==> src/core/osc_pkg.sv <==
/*
 Package for the oscillator select control block: register map, field
 positions, reset values, source encoding and the unlock sequence.
 Assumes a 32-bit Avalon-MM slave with word addressing.
*/
package osc_pkg;
   localparam logic [3:0] OSC_ADDR_CONTROL = 4'h0;
   localparam logic [3:0] OSC_ADDR_UNLOCK = 4'h1;
   localparam logic [3:0] OSC_ADDR_IRQ_STATUS = 4'h2;
   localparam logic [3:0] OSC_ADDR_IRQ_MASK = 4'h3;
   localparam logic [31:0] OSC_KEY_FIRST = 32'haa996655;
   localparam logic [31:0] OSC_KEY_SECOND = 32'h556699aa;
   localparam int OSC_POS_DIV = 24;
   localparam int OSC_POS_MULT = 16;
   localparam int OSC_POS_CUR = 12;
   localparam int OSC_POS_REQ = 8;
   localparam int OSC_POS_LOCK = 7;
   localparam int OSC_POS_USB_PLL_LOCKED = 6;
   localparam int OSC_POS_SYS_PLL_LOCKED = 5;
   localparam int OSC_POS_SLEEP = 4;
   localparam logic [2:0] OSC_RST_MULT = 3'h0;
   localparam logic [2:0] OSC_RST_DIV = 3'h0;
   // Time in ns the new source is given to settle before the switch completes, rounded up to clock cycles
   localparam int OSC_SWITCH_NS = 200;
   localparam int OSC_CLK_NS = 20;
   localparam int OSC_SWITCH_CYC = (OSC_SWITCH_NS + OSC_CLK_NS - 1) /
      OSC_CLK_NS;
   // Interrupt bits: switch done, system PLL lock change, control write without unlock
   localparam int OSC_IRQ_W = 3;

   typedef enum logic [2:0] {
      OSC_SRC_FRC = 3'h0,
      OSC_SRC_FRC_PLL = 3'h1,
      OSC_SRC_PRI = 3'h2,
      OSC_SRC_PRI_PLL = 3'h3,
      OSC_SRC_SEC = 3'h4,
      OSC_SRC_LOW_POWER_INTERNAL_RC = 3'h5,
      OSC_SRC_FRC_DIV16 = 3'h6,
      OSC_SRC_FRC_DIVN = 3'h7
   } osc_src_type;

   typedef struct packed {
      logic [3:0] address;
      logic read;
      logic write;
      logic [31:0] writedata;
   } osc_bus_req_type;

   typedef struct packed {
      logic [31:0] readdata;
      logic waitrequest;
   } osc_bus_rsp_type;

   function automatic logic [4:0] osc_mult_factor(input logic [2:0] code);
      osc_mult_factor = (code == 3'h7) ? 5'h18 : 5'h0f + {2'h0, code};
   endfunction
endpackage

==> src/core/osc_ctrl.sv <==
/*
 Oscillator select control register block with Avalon-MM slave, unlock
 gate, selection lock, PLL lock status and interrupt status/mask.
 Assumes config word and PLL lock levels arrive asynchronously from pins.
*/
// Added by the designer: register access over Avalon-MM and the placing of the registers.
`timescale 1ns/10ps
module osc_ctrl
   import osc_pkg::*;
#(
   parameter int SETTLE = OSC_SWITCH_CYC
)
(
   // Clock and reset
   input wire logic clk,
   input wire logic rst,
   // Avalon-MM slave
   input wire logic [3:0] avs_address,
   input wire logic avs_read,
   input wire logic avs_write,
   input wire logic [31:0] avs_writedata,
   output logic [31:0] avs_readdata,
   output logic avs_waitrequest,
   // Configuration word one fields
   input wire logic [2:0] initial_source_cfg,
   input wire logic [1:0] switch_monitor_cfg,
   // PLL status from analog
   input wire logic sys_pll_lock_in,
   input wire logic sys_pll_timer_done,
   input wire logic usb_pll_lock_in,
   input wire logic usb_pll_timer_done,
   // Oscillator controls
   output logic [2:0] pll_multiplier,
   output logic [2:0] fast_rc_divider,
   output logic [2:0] current_source,
   output logic switch_busy,
   output logic sleep_on_wait,
   output logic irq
);
   osc_bus_req_type req;
   osc_bus_rsp_type rsp;
   logic [8:0] sync1_ff;
   logic [8:0] sync2_ff;
   logic [2:0] init_src;
   logic [1:0] monitor_cfg;
   logic usb_pll_locked;
   logic sys_pll_locked;
   logic sys_locked_d_ff;
   logic [2:0] requested_source_ff;
   logic [2:0] mult_ff;
   logic [2:0] div_ff;
   logic selection_lock_ff;
   logic sleep_ff;
   logic [1:0] unlock_ff;
   logic [OSC_IRQ_W-1:0] status_ff;
   logic [OSC_IRQ_W-1:0] mask_ff;
   logic [OSC_IRQ_W-1:0] nxt_status;
   logic ack_ff;
   logic [31:0] readdata_ff;
   logic [31:0] control_word;
   logic wr_ctl;
   logic wr_unl;
   logic ctl_open;
   logic sel_frozen;
   logic bad_write;
   logic sw_done;
   logic [2:0] cur_src;

   assign req = '{address: avs_address, read: avs_read, write: avs_write,
      writedata: avs_writedata};

   // Pins cross in through two flops before anything looks at them
   always_ff @(posedge clk)
   begin
      sync1_ff <= {usb_pll_timer_done, usb_pll_lock_in, sys_pll_timer_done,
         sys_pll_lock_in, initial_source_cfg, switch_monitor_cfg};
      sync2_ff <= sync1_ff;
   end
   assign monitor_cfg = sync2_ff[1:0];
   // Config word goes through the pair too: reset must last three edges
   assign init_src = sync2_ff[4:2];
   assign sys_pll_locked = sync2_ff[5] | sync2_ff[6];
   assign usb_pll_locked = sync2_ff[7] | sync2_ff[8];

   // One-cycle answer: waitrequest high in the first cycle of a request
   always_ff @(posedge clk)
   begin
      if (rst)
         ack_ff <= 1'b0;
      else
         ack_ff <= (req.read | req.write) & ~ack_ff;
   end
   assign rsp.waitrequest = (req.read | req.write) & ~ack_ff;
   assign rsp.readdata = readdata_ff;
   assign avs_waitrequest = rsp.waitrequest;
   assign avs_readdata = rsp.readdata;

   assign wr_ctl = req.write & ack_ff && req.address == OSC_ADDR_CONTROL;
   assign wr_unl = req.write & ack_ff && req.address == OSC_ADDR_UNLOCK;
   assign ctl_open = (unlock_ff == 2'h2);
   assign sel_frozen = monitor_cfg[1] & selection_lock_ff;
   assign bad_write = wr_ctl & ~ctl_open;

   // Unlock sequence: two keys back to back, any other write disarms
   always_ff @(posedge clk)
   begin
      if (rst)
         unlock_ff <= 2'h0;
      else if (wr_unl && unlock_ff == 2'h0 && req.writedata == OSC_KEY_FIRST)
         unlock_ff <= 2'h1;
      else if (wr_unl && unlock_ff == 2'h1 && req.writedata == OSC_KEY_SECOND)
         unlock_ff <= 2'h2;
      else if (req.write & ack_ff)
         unlock_ff <= 2'h0;
   end

   // Lock bit once set stays until reset while frozen
   always_ff @(posedge clk)
   begin
      if (rst)
      begin
         requested_source_ff <= init_src;
         mult_ff <= OSC_RST_MULT;
         div_ff <= OSC_RST_DIV;
         selection_lock_ff <= 1'b0;
         sleep_ff <= 1'b0;
      end
      else if (wr_ctl && ctl_open)
      begin
         if (!sel_frozen)
         begin
            requested_source_ff <= req.writedata[OSC_POS_REQ+:3];
            mult_ff <= req.writedata[OSC_POS_MULT+:3];
            div_ff <= req.writedata[OSC_POS_DIV+:3];
            selection_lock_ff <= req.writedata[OSC_POS_LOCK];
         end
         sleep_ff <= req.writedata[OSC_POS_SLEEP];
      end
   end

   osc_switch #(
      .SETTLE(SETTLE)
   ) u_switch (
      .clk(clk),
      .rst(rst),
      .requested_source(requested_source_ff),
      .initial_source(init_src),
      .current_source(cur_src),
      .switch_busy(switch_busy),
      .switch_done(sw_done)
   );

   // Bits 15 and 11 and all unlisted bits read zero
   always_comb
   begin
      control_word = 32'h00000000;
      control_word[OSC_POS_DIV+:3] = div_ff;
      control_word[OSC_POS_MULT+:3] = mult_ff;
      control_word[OSC_POS_CUR+:3] = cur_src;
      control_word[OSC_POS_REQ+:3] = requested_source_ff;
      control_word[OSC_POS_LOCK] = selection_lock_ff;
      control_word[OSC_POS_USB_PLL_LOCKED] = usb_pll_locked;
      control_word[OSC_POS_SYS_PLL_LOCKED] = sys_pll_locked;
      control_word[OSC_POS_SLEEP] = sleep_ff;
   end

   // Events: bit0 switch done, bit1 system PLL lock changed, bit2 bad write
   always_comb
   begin
      nxt_status = status_ff;
      // Clear only what the read returned, so a later event is not lost
      if (req.read && ack_ff && req.address == OSC_ADDR_IRQ_STATUS)
         nxt_status = status_ff & ~readdata_ff[OSC_IRQ_W-1:0];
      // Set wins over the read clear
      nxt_status = nxt_status | {bad_write,
         sys_pll_locked ^ sys_locked_d_ff, sw_done};
   end

   always_ff @(posedge clk)
   begin
      if (rst)
      begin
         status_ff <= '0;
         mask_ff <= '0;
         sys_locked_d_ff <= 1'b0;
      end
      else
      begin
         status_ff <= nxt_status;
         sys_locked_d_ff <= sys_pll_locked;
         if (req.write && ack_ff && req.address == OSC_ADDR_IRQ_MASK)
            mask_ff <= req.writedata[OSC_IRQ_W-1:0];
      end
   end

   always_ff @(posedge clk)
   begin
      if (rst)
         readdata_ff <= 32'h00000000;
      else if (req.read && !ack_ff)
         unique case (req.address)
            OSC_ADDR_CONTROL: readdata_ff <= control_word;
            OSC_ADDR_UNLOCK: readdata_ff <= {30'h0, unlock_ff};
            OSC_ADDR_IRQ_STATUS: readdata_ff <= {29'h0, status_ff};
            OSC_ADDR_IRQ_MASK: readdata_ff <= {29'h0, mask_ff};
            default: readdata_ff <= 32'h00000000;
         endcase
   end

   assign pll_multiplier = mult_ff;
   assign fast_rc_divider = div_ff;
   assign current_source = cur_src;
   assign sleep_on_wait = sleep_ff;
   assign irq = |(status_ff & mask_ff);
endmodule

==> src/core/osc_switch.sv <==
/*
 Source switch sequencer: after a requested source differs from the current
 one, waits a settle count and then adopts the requested source.
 Assumes request input is stable while a switch is running.
*/
`timescale 1ns/10ps
module osc_switch
   import osc_pkg::*;
#(
   parameter int SETTLE = OSC_SWITCH_CYC
)
(
   // Clock and reset
   input wire logic clk,
   input wire logic rst,
   // Request and status
   input wire logic [2:0] requested_source,
   input wire logic [2:0] initial_source,
   output logic [2:0] current_source,
   output logic switch_busy,
   output logic switch_done
);
   typedef enum logic {SW_IDLE, SW_WAIT} osc_sw_state_type;
   osc_sw_state_type state_ff;
   logic [15:0] count_ff;
   logic [2:0] current_ff;
   logic done_ff;

   always_ff @(posedge clk)
   begin
      if (rst)
      begin
         state_ff <= SW_IDLE;
         count_ff <= 16'h0000;
         done_ff <= 1'b0;
      end
      else
      begin
         done_ff <= 1'b0;
         unique case (state_ff)
            SW_IDLE:
               if (requested_source != current_ff)
               begin
                  state_ff <= SW_WAIT;
                  count_ff <= 16'h0000;
               end
            SW_WAIT:
               if (count_ff == 16'(SETTLE - 1))
               begin
                  state_ff <= SW_IDLE;
                  done_ff <= 1'b1;
               end
               else
                  count_ff <= count_ff + 16'h0001;
         endcase
      end
   end

   // Current source tracks the configured start source through reset
   always_ff @(posedge clk)
   begin
      if (rst)
         current_ff <= initial_source;
      else if (state_ff == SW_WAIT && count_ff == 16'(SETTLE - 1))
         current_ff <= requested_source;
   end

   assign current_source = current_ff;
   assign switch_busy = (state_ff == SW_WAIT);
   assign switch_done = done_ff;
endmodule

==> config.mk <==
export PLATFORM = sky130hd
export DESIGN_NAME = osc_ctrl
export DESIGN_NICKNAME = d
export VERILOG_FILES = /design/src/core/osc_pkg.sv /design/src/core/osc_ctrl.sv /design/src/core/osc_switch.sv
export SDC_FILE = /design/constraint.sdc
export NUM_CORES = 1
export LEC_CHECK = 0
export BUFFER_PORTS_ARGS = -buffer_cell sky130_fd_sc_hd__buf_2
export CORE_MARGIN = 10
export CORE_UTILIZATION = 40
export CTS_CLUSTER_DIAMETER = 80
export DETAILED_ROUTE_END_ITERATION = 7
export SYNTH_ARGS = -nofsm -noshare
export SYNTH_HDL_FRONTEND = slang
export SYNTH_SLANG_ARGS = --single-unit
==> constraint.sdc <==
create_clock -name clk -period 3.35 [get_ports clk]
set_clock_uncertainty 0.05 [all_clocks]
set_input_delay 0.67 -clock clk [delete_from_list [all_inputs] [get_ports clk]]
set_output_delay 0.67 -clock clk [all_outputs]
set_load 0.005 [all_outputs]
Word-level counts from Yosys, hierarchy flattened:

Index checks and enable logic that the tools add are counted.

* memory bits (read-only): 0
* flip-flop bits (word level): 92
* latch bits: 0
* logic and storage cells: 90
* output and inout bits: 45
* RAM bits: 0
* memories: 0

* $add $sub $neg: 1
* divide/modulo/power cells: 0
* shifts and indexed selects: 0
* multipliers: 0
* muxes and demuxes: 17
* magnitude comparators: 0
* eq/ne operators: 12
* reduce and logical (&&, ||, !) cells: 26
* bitwise gates (word level): 16

Operator list (number)
* 27-bit case mux with 4 select lines: 1
* 32-bit by 31-bit equality test with 1-bit output, second input constant: 1
* 32-bit equality test, second input constant: 1
* 16-bit two-way mux: 2
* 16-bit case mux with 2 select lines: 1
* 3-bit two-way mux: 6
* 16-bit by 1-bit adder with 16-bit output, second input constant: 1
* 16-bit by 4-bit equality test with 1-bit output, second input constant: 1
* 1-bit logical AND: 13
* 4-bit by 2-bit equality test with 1-bit output, second input constant: 2
* 3-bit bitwise AND: 2
* 2-bit AND reduction: 3
* 2-bit nonzero test: 3
* 1-bit bitwise AND: 4
* 4-bit by 1-bit equality test with 1-bit output, second input constant: 1
* 4-bit logical NOT: 1
* 1-bit two-way mux: 4
* 2-bit two-way mux: 2
* 2-bit != test, second input constant: 2
* 1-bit NOT: 4
* 2-bit OR reduction: 2
* 3-bit != test: 1
* 3-bit NOT: 1
* 1-bit bitwise OR: 3
* other kinds (10): 10

Longest topological paths before layout:

Gate-level depths: netlist of the first run.

* depth after elaboration: 6
* depth in mapped cells: 7
* mapped depth without buffers: 6

Modules after synthesis:

A second synthesis of the first run with hierarchy kept.

* cells, all modules: 359
* area, all modules: 3469.6 um2

Modules (own cells, without submodules)
* osc_ctrl: times used 1, area each 2183.3 um2, cells each 220
* osc_switch: times used 1, area each 1286.2 um2, cells each 139

Worst setup path before layout of the first run:

OpenSTA, ideal clock, no wires.

* path kind: input to register
* start: in avs_address[0]
* end: reg requested_source_ff[0], enable pin
* buffers on the path: 1
* path slack: 1.287 ns
* data arrival time: 1.703 ns
* stages: 4
* setup time: 0.310 ns
* cells stage by stage: clkbuf_2 nor4_1 nand4_1 nand2_1

* word-level cells in the longest chain between the ends: 5

RTL lines
* from (decl): RTL line osc_ctrl.sv:18 `input wire logic [3:0] avs_address,`
* 4-bit logical NOT: RTL line osc_ctrl.sv:98 `assign wr_ctl = req.write & ack_ff && req.address == OSC_ADDR_CONTROL;`
* 1-bit logical AND: RTL line osc_ctrl.sv:98
* 1-bit logical AND: RTL line osc_ctrl.sv:128 `else if (wr_ctl && ctl_open)`
* 2-bit nonzero test (no line)
* 2-bit AND reduction (no line)
* to (signal assigned): RTL line osc_ctrl.sv:122 `requested_source_ff <= init_src;`
* to (signal assigned): RTL line osc_ctrl.sv:132 `requested_source_ff <= req.writedata[OSC_POS_REQ+:3];`
* to (decl): RTL line osc_ctrl.sv:49 `logic [2:0] requested_source_ff;`

No other way between the ends.
A chain may end at the register's enable or synchronous reset.

Worst setup path after layout of the first run:

* start: reg u_switch.count_ff[0]
* end: reg u_switch.count_ff[15]

* word-level cells in the longest chain between the ends: 3
* elaborated cells on any way between the ends: 6
* those cells by class: add/sub (1); eq/ne (2); mux (2); reduce/logical (1)

RTL lines
* from (decl): RTL line osc_switch.sv:25 `logic [15:0] count_ff;`
* from (signal assigned): RTL line osc_switch.sv:54 `count_ff <= count_ff + 16'h0001;`
* 16-bit by 1-bit adder with 16-bit output / 16-bit by 4-bit equality test with 1-bit output (equally long branches): RTL line osc_switch.sv:54, osc_switch.sv:48
* 16-bit two-way mux / 2-bit != test (equally long branches)
* 16-bit case mux with 2 select lines / 2-bit AND reduction (equally long branches)

Several ways; a longest one is shown, not always the timed one. The select of a mux whose other input is x is not followed.

==> results of run 1 <==
[per-stage QoR]
stage / cells / hold WS (ns) / instance area (µm²) / worst slack (ns)
2_1_floorplan: 386 / 0.260 / 3460 / 1.29
3_3_place_gp: 541 / 0.260 / 3850 / 1.06
3_5_place_dp: 541 / 0.264 / 3850 / 1.07
4_1_cts: 557 / 0.284 / 4020 / 1.25
5_1_grt: 557 / 0.300 / 4020 / 0.981
6_report: 557 / 0.283 / 4020 / 1.28
[sequential cells by signal, summed over array words and instances, names as in the netlist]
name and cells:
selection_lock_ff 1, sync2_ff 8, mask_ff 3, requested_source_ff 3, u_switch.current_source 3, status_ff 3, avs_readdata 19, sys_locked_d_ff 1
fast_rc_divider 3, pll_multiplier 3, ack_ff 1, u_switch.switch_busy 1, unlock_ff 2, u_switch.count_ff 16, u_switch.switch_done 1, sleep_on_wait 1
sync1_ff 8
[cell type report]
type,instances,area [µm²],share of cell area (%)
multi-input combinational,264,1640,40.7
sequential,77,1600,39.8
timing repair buffer,85,440,10.9
tap,105,131,3.26
clock buffer,10,128,3.17
clock inverter,6,47.5,1.18
inverter,10,37.5,0.933
[placed cells by master (no fill, tap or decap), drive strengths merged, types with 2 or more instances in the layout]
master and n:
buf 85, a311oi 5, a211o 2, edfxtp 6, a22oi 3, a41oi 4, and4b 3, clkinv 5
and4 2, nand3b 3, nor3b 2, nor4 9, ha 2, or4 5, xor2 3, nor4bb 9
nand3 24, o21ai 13, mux2 4, nor3 3, mux2i 10, nor4b 3, nand2b 3, o31ai 5
nand4 13, dfxtp 71, and3 6, clkbuf 10, inv 11, a21oi 30, nor2 24, nor2b 5
nand4b 3, nand2 38, conb 13
[power groups by stage]
stage	clock network [µW]	registers [µW]	logic (µW)
after global routing	691	967	160
after global placement	0	984	140
final	624	963	142
after CTS	643	964	143
after floorplan	0	983	86.5
after detailed placement	0	985	142
[cells by family (layout without fill, tap and decap cells)]
logic type | count (synthesis) | after routing
xor gates and xnor gates | 4 | 4
other | 1 | 13
muxes | 14 | 14
buffers and inverters | 45 | 111
adders and majority gates | 2 | 2
AOI/OAI and AO/OA | 74 | 74
and+or+nand+nor | 157 | 157
DFF | 77 | 77
[final timing paths]
path	startpoint	endpoint	slack, ns	cells past startpoint
setup reg to reg	u_switch.count_ff[0]	u_switch.count_ff[15]	1.28	5
hold / removal	sync1_ff[7]	sync2_ff[7]	0.28	0
hold reg to reg	sync1_ff[7]	sync2_ff[7]	0.28	0
setup / recovery	u_switch.count_ff[0]	u_switch.count_ff[15]	1.28	5
[metal layers]
metal	vias up	track usage [%]	share of wire, %
li1	1504	-	-
met1	1402	16.3	44
met2	97	22.1	46
met3	16	6.55	8.6
met4	2	4.06	1.2
met5	-	0	0.079
==> metrics, run 1 <==
status=finished, final reports clean; Area contributors post-synth=dfxtp_1 (42%), edfxtp_1 (5.3%), a21oi_1 (4.2%); number of buffers added on ports=79; Clock Latency Late Sink=0.35 ns; largest family of logic cells by synthesized area=simple AND/OR/NAND/NOR gates; die footprint=12600 µm²; Bufs on Longest Clock Path=2; #FFs+latches synth=77; Synth Area in XOR/XNOR=1.03%; min Tclk post-route=2.07 ns; Slew headroom=63.1%; Pint=1280 µW; io pins=94; cell area after synthesis=3420 µm²; clk root buf=clkbuf_8; crit path DAT=2.26 ns; sequential share of power=55.7%; Crit path max-delay family=simple AND/OR/NAND/NOR gates; worst vdd ir=0.000157 V; crit path max fanout=7; Buf+Inv Stages, Crit Path=0; ANT cells=0; All-Layer GR Usage=13.9%; register area share after synthesis=46.9%; Via density=5.42; post-DP HPWL=6700 µm; total gr overflow=0; YS warnings=0; total clock sinks=77; Fill cells=842; most frequent cells after synthesis=dfxtp_1 (71), nand2_1 (38), a21oi_1 (29), nand3_1 (24), nor2_1 (24); count leader, synth=dfxtp_1; vias in the first global route=3093; Clk network pwr share=36.1%; Setup TNS=0 ns; Hold Buf Count CTS=0; CP Capture Type=flop; FMAX=482 MHz; leakage=0.00168 µW; Nets=498; crit path cell chain=ha_1, nor4b_1, a41oi_1, and3_1, a211o_1; Synth Area in Adders=0.733%; required time worst endpoint=3.54 ns; share of cells above drive strength 1=24.6%; Yosys cell types=54; Area growth, synth to finish=17.8%; CTS tree=done; Syn Inst Count=374; post-CTS setup buffer count=0; CP max-delay cell=dfxtp_1; most frequently used flop master after synthesis=dfxtp_1; routability cong.=0.825; first-pass GRT wire length=14900 µm; DRT Wirelength=8880 µm; Vert. Die Dim=112 µm; row count=33; Startpoint Class=flop; cts bufs inserted=9; Gate power share=8.2%; post-cts gate resize count=0; Core Region=8260 µm²; Via Count=3021; antenna-violating nets left=0; final hold vios=0; Hold WC Path Type=reg2reg; H-tree level count=3; Async SR Flop Fraction=0%; crit-path max cell delay=0.43 ns; Die X=112 µm; DRC=0; Setup-failing EPs final=0; area leader, netlist=dfxtp_1; largest net degree at the start of global routing=49; Pwr Total=1730 µW; wire per inst=15.9 µm; initial DRC count=137; drt pass-1 iters=4; initial core utilization=41.4%; simple-gate portion of the synthesized area=26.0%; Final Util=48.7%; Mean Syn Cell Area=9.13 µm²; Least-Margin Pin Slew=0.552 ns; max cap viols=0; RSZ-0062 raised after global routing=false; Post-synth EDFFs=6; Synth Area in Compound Gates=14.3%; switching power total=450 µW; Max Slew Vio Count=0; initial antenna violation count=1; Worst-path clk slew=0.08 ns; post-synthesis mux area share=4.25%; post-synth top area share=41.6%; PD cells=430 nW/µm²; Final period util=61.9%; Switching Share=26.0%; critical path class=reg2reg
Power figures use the tool's default switching activity.
==> run 2: changes to the inputs <==
==> constraint.sdc (replaced) <==
create_clock -name clk -period 2.1 [get_ports clk]
set_clock_uncertainty 0.05 [all_clocks]
set_input_delay 0.42 -clock clk [delete_from_list [all_inputs] [get_ports clk]]
set_output_delay 0.42 -clock clk [all_outputs]
set_load 0.005 [all_outputs]
==> run 2 against run 1 <==
Setup slack worse by 1.2 ns. Critical path type unchanged. Via count rose by 0.73%. Critical path depth increased by 3. Flip-flop and latch count unchanged.
==> metrics, run 2 (same netlist as run 1, synthesis figures left out) <==
Buf+Inv Stages, Crit Path=3; area of the multi-input gates=1650 µm²; ANT cells=0; Via density=5.34; status=finished, final reports clean; required time worst endpoint=2.29 ns; total clock sinks=77; post-DP HPWL=6850 µm; max cap viols=0; crit path cell chain=inv_1, ha_1, nor4b_1, buf_4, and4_1, buf_4, o311ai_0, o31ai_1; Least-Margin Pin Slew=0.528 ns; Startpoint Class=flop; Setup TNS=0 ns; crit path DAT=2.20 ns; cell mode on critical path=buf_4; initial antenna violation count=0; Clock Latency Late Sink=0.36 ns; Final period util=95.8%; Crit path max-delay family=compound AO/OA/AOI/OAI gates; CP Capture Type=flop; FMAX=497 MHz; cts bufs inserted=9; initial DRC count=199; DRC=0; largest net degree at the start of global routing=48; die footprint=12600 µm²; vias in the first global route=3065; leakage=0.00176 µW; Max Slew Vio Count=0; commonest non-fill, non-tap cell in the layout=buf_2; H-tree level count=3; register area=1600 µm²; crit path max fanout=6; switching power total=751 µW; Slew headroom=64.3%; crit-path max cell delay=0.42 ns; Hold Buf Count CTS=0; Bufs on Longest Clock Path=2; total gr overflow=0; critical path class=reg2reg; io pins=94; Clk network pwr share=39.1%; CP max-delay cell=dfxtp_1; Worst-path clk slew=0.09 ns; Vert. Die Dim=112 µm; post-cts gate resize count=0; DRT Wirelength=9220 µm; wire per inst=16.2 µm; RSZ-0062 raised after global routing=false; Switching Share=25.7%; Area growth, synth to finish=21.7%; min Tclk post-route=2.01 ns; Core Region=8260 µm²; Nets=511; clk root buf=clkbuf_8; initial core utilization=41.4%; drt pass-1 iters=4; Via Count=3043; All-Layer GR Usage=14.4%; CTS tree=done; commonest cells after routing, fill and taps aside=buf_2 (79), dfxtp_1 (71), nand2_1 (38), a21oi_1 (29); number of flip-flops in the largest register=19; Pint=2170 µW; Pwr Total=2920 µW; Fill cells=823; sequential share of power=52.6%; share of cells above drive strength 1=27.1%; row count=33; post-CTS setup buffer count=0; routability cong.=0.866; Die X=112 µm; number of buffers added on ports=79; Gate power share=8.3%; antenna-violating nets left=0; final hold vios=0; Setup-failing EPs final=0; Hold WC Path Type=in2reg; PD cells=702 nW/µm²; worst vdd ir=0.000252 V; first-pass GRT wire length=15300 µm
-- run 2: through the flow --
| step | instance area (µm²) | hold WS, ns | utilization, % | setup slack [ns] | instances |
|---|---|---|---|---|---|
| 2_1_floorplan | 3460 | 0.260 | - | 0.287 | 386 |
| 3_3_place_gp | 3950 | 0.260 | 47.8 | 0.167 | 554 |
| 3_5_place_dp | 3950 | 0.263 | 47.8 | 0.125 | 554 |
| 4_1_cts | 4150 | 0.0861 | 50.3 | 0.0823 | 570 |
| 5_1_grt | 4160 | 0.0841 | 50.3 | 0.0118 | 570 |
| 6_report | 4160 | 0.104 | 50.3 | 0.0880 | 570 |
-- run 2: final timing paths --
check | slack (ns) | cells after the start | end | from
max | 0.09 | 8 | u_switch.count_ff[11] | u_switch.count_ff[1]
max reg2reg | 0.09 | 8 | u_switch.count_ff[11] | u_switch.count_ff[1]
min reg2reg | 0.28 | 0 | sync2_ff[1] | sync1_ff[1]
min | 0.10 | 1 | sync1_ff[8] | usb_pll_timer_done
-- run 2: power by group through the flow --
stage	Clock (µW)	Combinational [µW]	Sequential [µW]
global route	1230	272	1540
detailed placement	0	240	1570
finish	1140	242	1540
CTS	1180	241	1540
floorplan	0	138	1570
global placement	0	235	1570
-- run 2: routing by layer --
metal  part of all wire, %  routed length [µm]  up-vias  GRT usage [%]
li1                      -                   -     1526              -
met1                    46                4240     1413           18.0
met2                    45                4170       94           22.4
met3                   7.8                 724       10           5.96
met4                   1.0                  93        0           3.81
met5                     0                   0        -              0
-- run 2: cell type report --
type                    instances  share of cell area [%]
clock buffers                  12                    4.00
multi-input cells             264                    39.6
well taps                     105                    3.16
repair buffers                 98                    12.9
inverters                      10                   0.903
flip-flops and latches         77                    38.5
clock inverters                 4                   0.903
==> run 3: changes to the inputs <==
--- a/config.mk
+++ b/config.mk
@@ -5,11 +5,12 @@
 export SDC_FILE = /design/constraint.sdc
 export NUM_CORES = 1
 export LEC_CHECK = 0
-export BUFFER_PORTS_ARGS = -buffer_cell sky130_fd_sc_hd__buf_2
 export CORE_MARGIN = 10
 export CORE_UTILIZATION = 40
+export CTS_BUF_LIST = sky130_fd_sc_hd__clkbuf_2
 export CTS_CLUSTER_DIAMETER = 80
 export DETAILED_ROUTE_END_ITERATION = 7
+export DONT_BUFFER_PORTS = 1
 export SYNTH_ARGS = -nofsm -noshare
 export SYNTH_HDL_FRONTEND = slang
 export SYNTH_SLANG_ARGS = --single-unit
==> constraint.sdc (replaced) <==
create_clock -name clk -period 1.89 [get_ports clk]
set_clock_uncertainty 0.05 [all_clocks]
set_input_delay 0.378 -clock clk [delete_from_list [all_inputs] [get_ports clk]]
set_output_delay 0.378 -clock clk [all_outputs]
set_load 0.005 [all_outputs]
==> run 3 against run 2 <==
Flip-flop and latch count unchanged. Sequential power up 11%. Register-to-register slack worse by 0.04 ns. Final area up 1.9%. Count of clock-buffer cells in the layout down 3. Die area unchanged. Critical path type is now reg2out. Largest power group unchanged.
==> metrics, run 3 (same netlist as run 1, synthesis figures left out) <==
Crit path max-delay family=compound AO/OA/AOI/OAI gates; cell count after placement=491; Vert. Die Dim=112 µm; crit path DAT=1.41 ns; Fill cells=791; crit-path max cell delay=0.39 ns; die footprint=12600 µm²; final hold vios=0; register area=1610 µm²; Final Cell Area=4240 µm²; antenna-violating nets left=0; Pint=2290 µW; total clock sinks=77; Via Count=3055; wire per inst=18.7 µm; Worst-path clk slew=0.24 ns; status=finished, final reports clean; total gr overflow=0; Die X=112 µm; crit path cell chain=a222oi_1, inv_1; Gate power share=8.8%; Setup-failing EPs final=0; required time worst endpoint=1.46 ns; All-Layer GR Usage=15.3%; DRT Wirelength=10100 µm; H-tree level count=3; clk root buf=clkbuf_2; Max Slew Vio Count=0; initial DRC count=175; crit path max fanout=3; commonest non-fill, non-tap cell in the layout=dfxtp_1; CTS tree=done; commonest cells after routing, fill and taps aside=dfxtp_1 (66), nand2_1 (37), buf_4 (36), a21oi_1 (29), dlygate4sd3_1 (29); RSZ-0062 raised after global routing=true; Area growth, synth to finish=24.0%; Switching Share=26.7%; largest net degree at the start of global routing=54; FMAX=543 MHz; number of buffers added on ports=0; CP Capture Type=output pin; Startpoint Class=flop; max cap viols=0; Pwr Total=3130 µW; Bufs on Longest Clock Path=2; routability cong.=0.893; area of the multi-input gates=1720 µm²; post-DP HPWL=6980 µm; Nets=479; drt pass-1 iters=4; PD cells=738 nW/µm²; number of flip-flops in the largest register=19; min Tclk post-route=1.84 ns; CP max-delay cell=a222oi_1; row count=33; cts bufs inserted=9; sequential share of power=54.7%; critical path class=reg2out; Clock Latency Late Sink=0.54 ns; Non-Filler Instances=538; Buf+Inv Stages, Crit Path=1; vias in the first global route=3093; first-pass GRT wire length=16100 µm; worst vdd ir=0.000343 V; Clk network pwr share=36.5%; Hold WC Path Type=in2reg; io pins=94; switching power total=836 µW; initial core utilization=41.4%; placed cell area=3670 µm²; ANT cells=0; share of cells above drive strength 1=18.2%; Via density=5.68; initial antenna violation count=0; Final period util=97.5%; DRC=0; Core Region=8260 µm²; leakage=0.00162 µW
run 3: power by group through the flow:
stage | Combinational [µW] | Clock (µW) | Sequential (µW)
2_1_floorplan | 153 | 0 | 1740
3_3_place_gp | 181 | 0 | 1740
3_5_place_dp | 187 | 0 | 1740
4_1_cts | 259 | 1160 | 1710
5_1_grt | 301 | 1220 | 1720
6_report | 274 | 1140 | 1710
run 3: area by class of cell:
| type | instances | area share [%] |
|---|---|---|
| clock buffers | 9 | 1.06 |
| inverters | 10 | 0.886 |
| multi-input cells | 264 | 40.6 |
| well taps | 105 | 3.10 |
| clock inverters | 7 | 2.63 |
| repair buffers | 66 | 13.7 |
| flip-flops and latches | 77 | 38.0 |
run 3: what timing repair did:
action                                  4_1_cts  5_1_grt
buffers inserted                              0        1
hold endpoints to repair                     61        2
hold buffers                                 28        2
pin swaps                                     0        1
endpoints found under the setup margin        2       17
gates resized for setup                       1       18
run 3: worst paths after layout:
check | end | startpoint | slack (ns) | cells after the start
setup / recovery | irq | status_ff[0] | 0.05 | 2
hold / removal | requested_source_ff[2] | rst | 0.03 | 2
setup reg to reg | u_switch.count_ff[11] | u_switch.count_ff[1] | 0.05 | 8
hold reg to reg | sync2_ff[6] | sync1_ff[6] | 0.30 | 0
run 3: per-layer routing:
metal | wire, µm | track usage (%) | vias to the layer above | share of wire [%]
met5 | 0 | 0 | - | 0
met4 | 97 | 3.13 | 0 | 0.96
met1 | 4010 | 17.7 | 1450 | 40
met2 | 4800 | 24.8 | 127 | 48
li1 | - | - | 1467 | -
met3 | 1170 | 7.72 | 11 | 12
run 3: metrics by stage:
step                      setup WS [ns]  hold WS, ns  TNS (ns)  util [%]
after floorplan                   0.119        0.260         0         -
after global placement           0.0445        0.260         0      44.5
after detailed placement         0.0358        0.262         0      44.5
after CTS                       0.00383      0.00207         0      50.0
after global routing             -0.130      0.00311    -0.179      51.3
final                            0.0471       0.0343         0      51.3
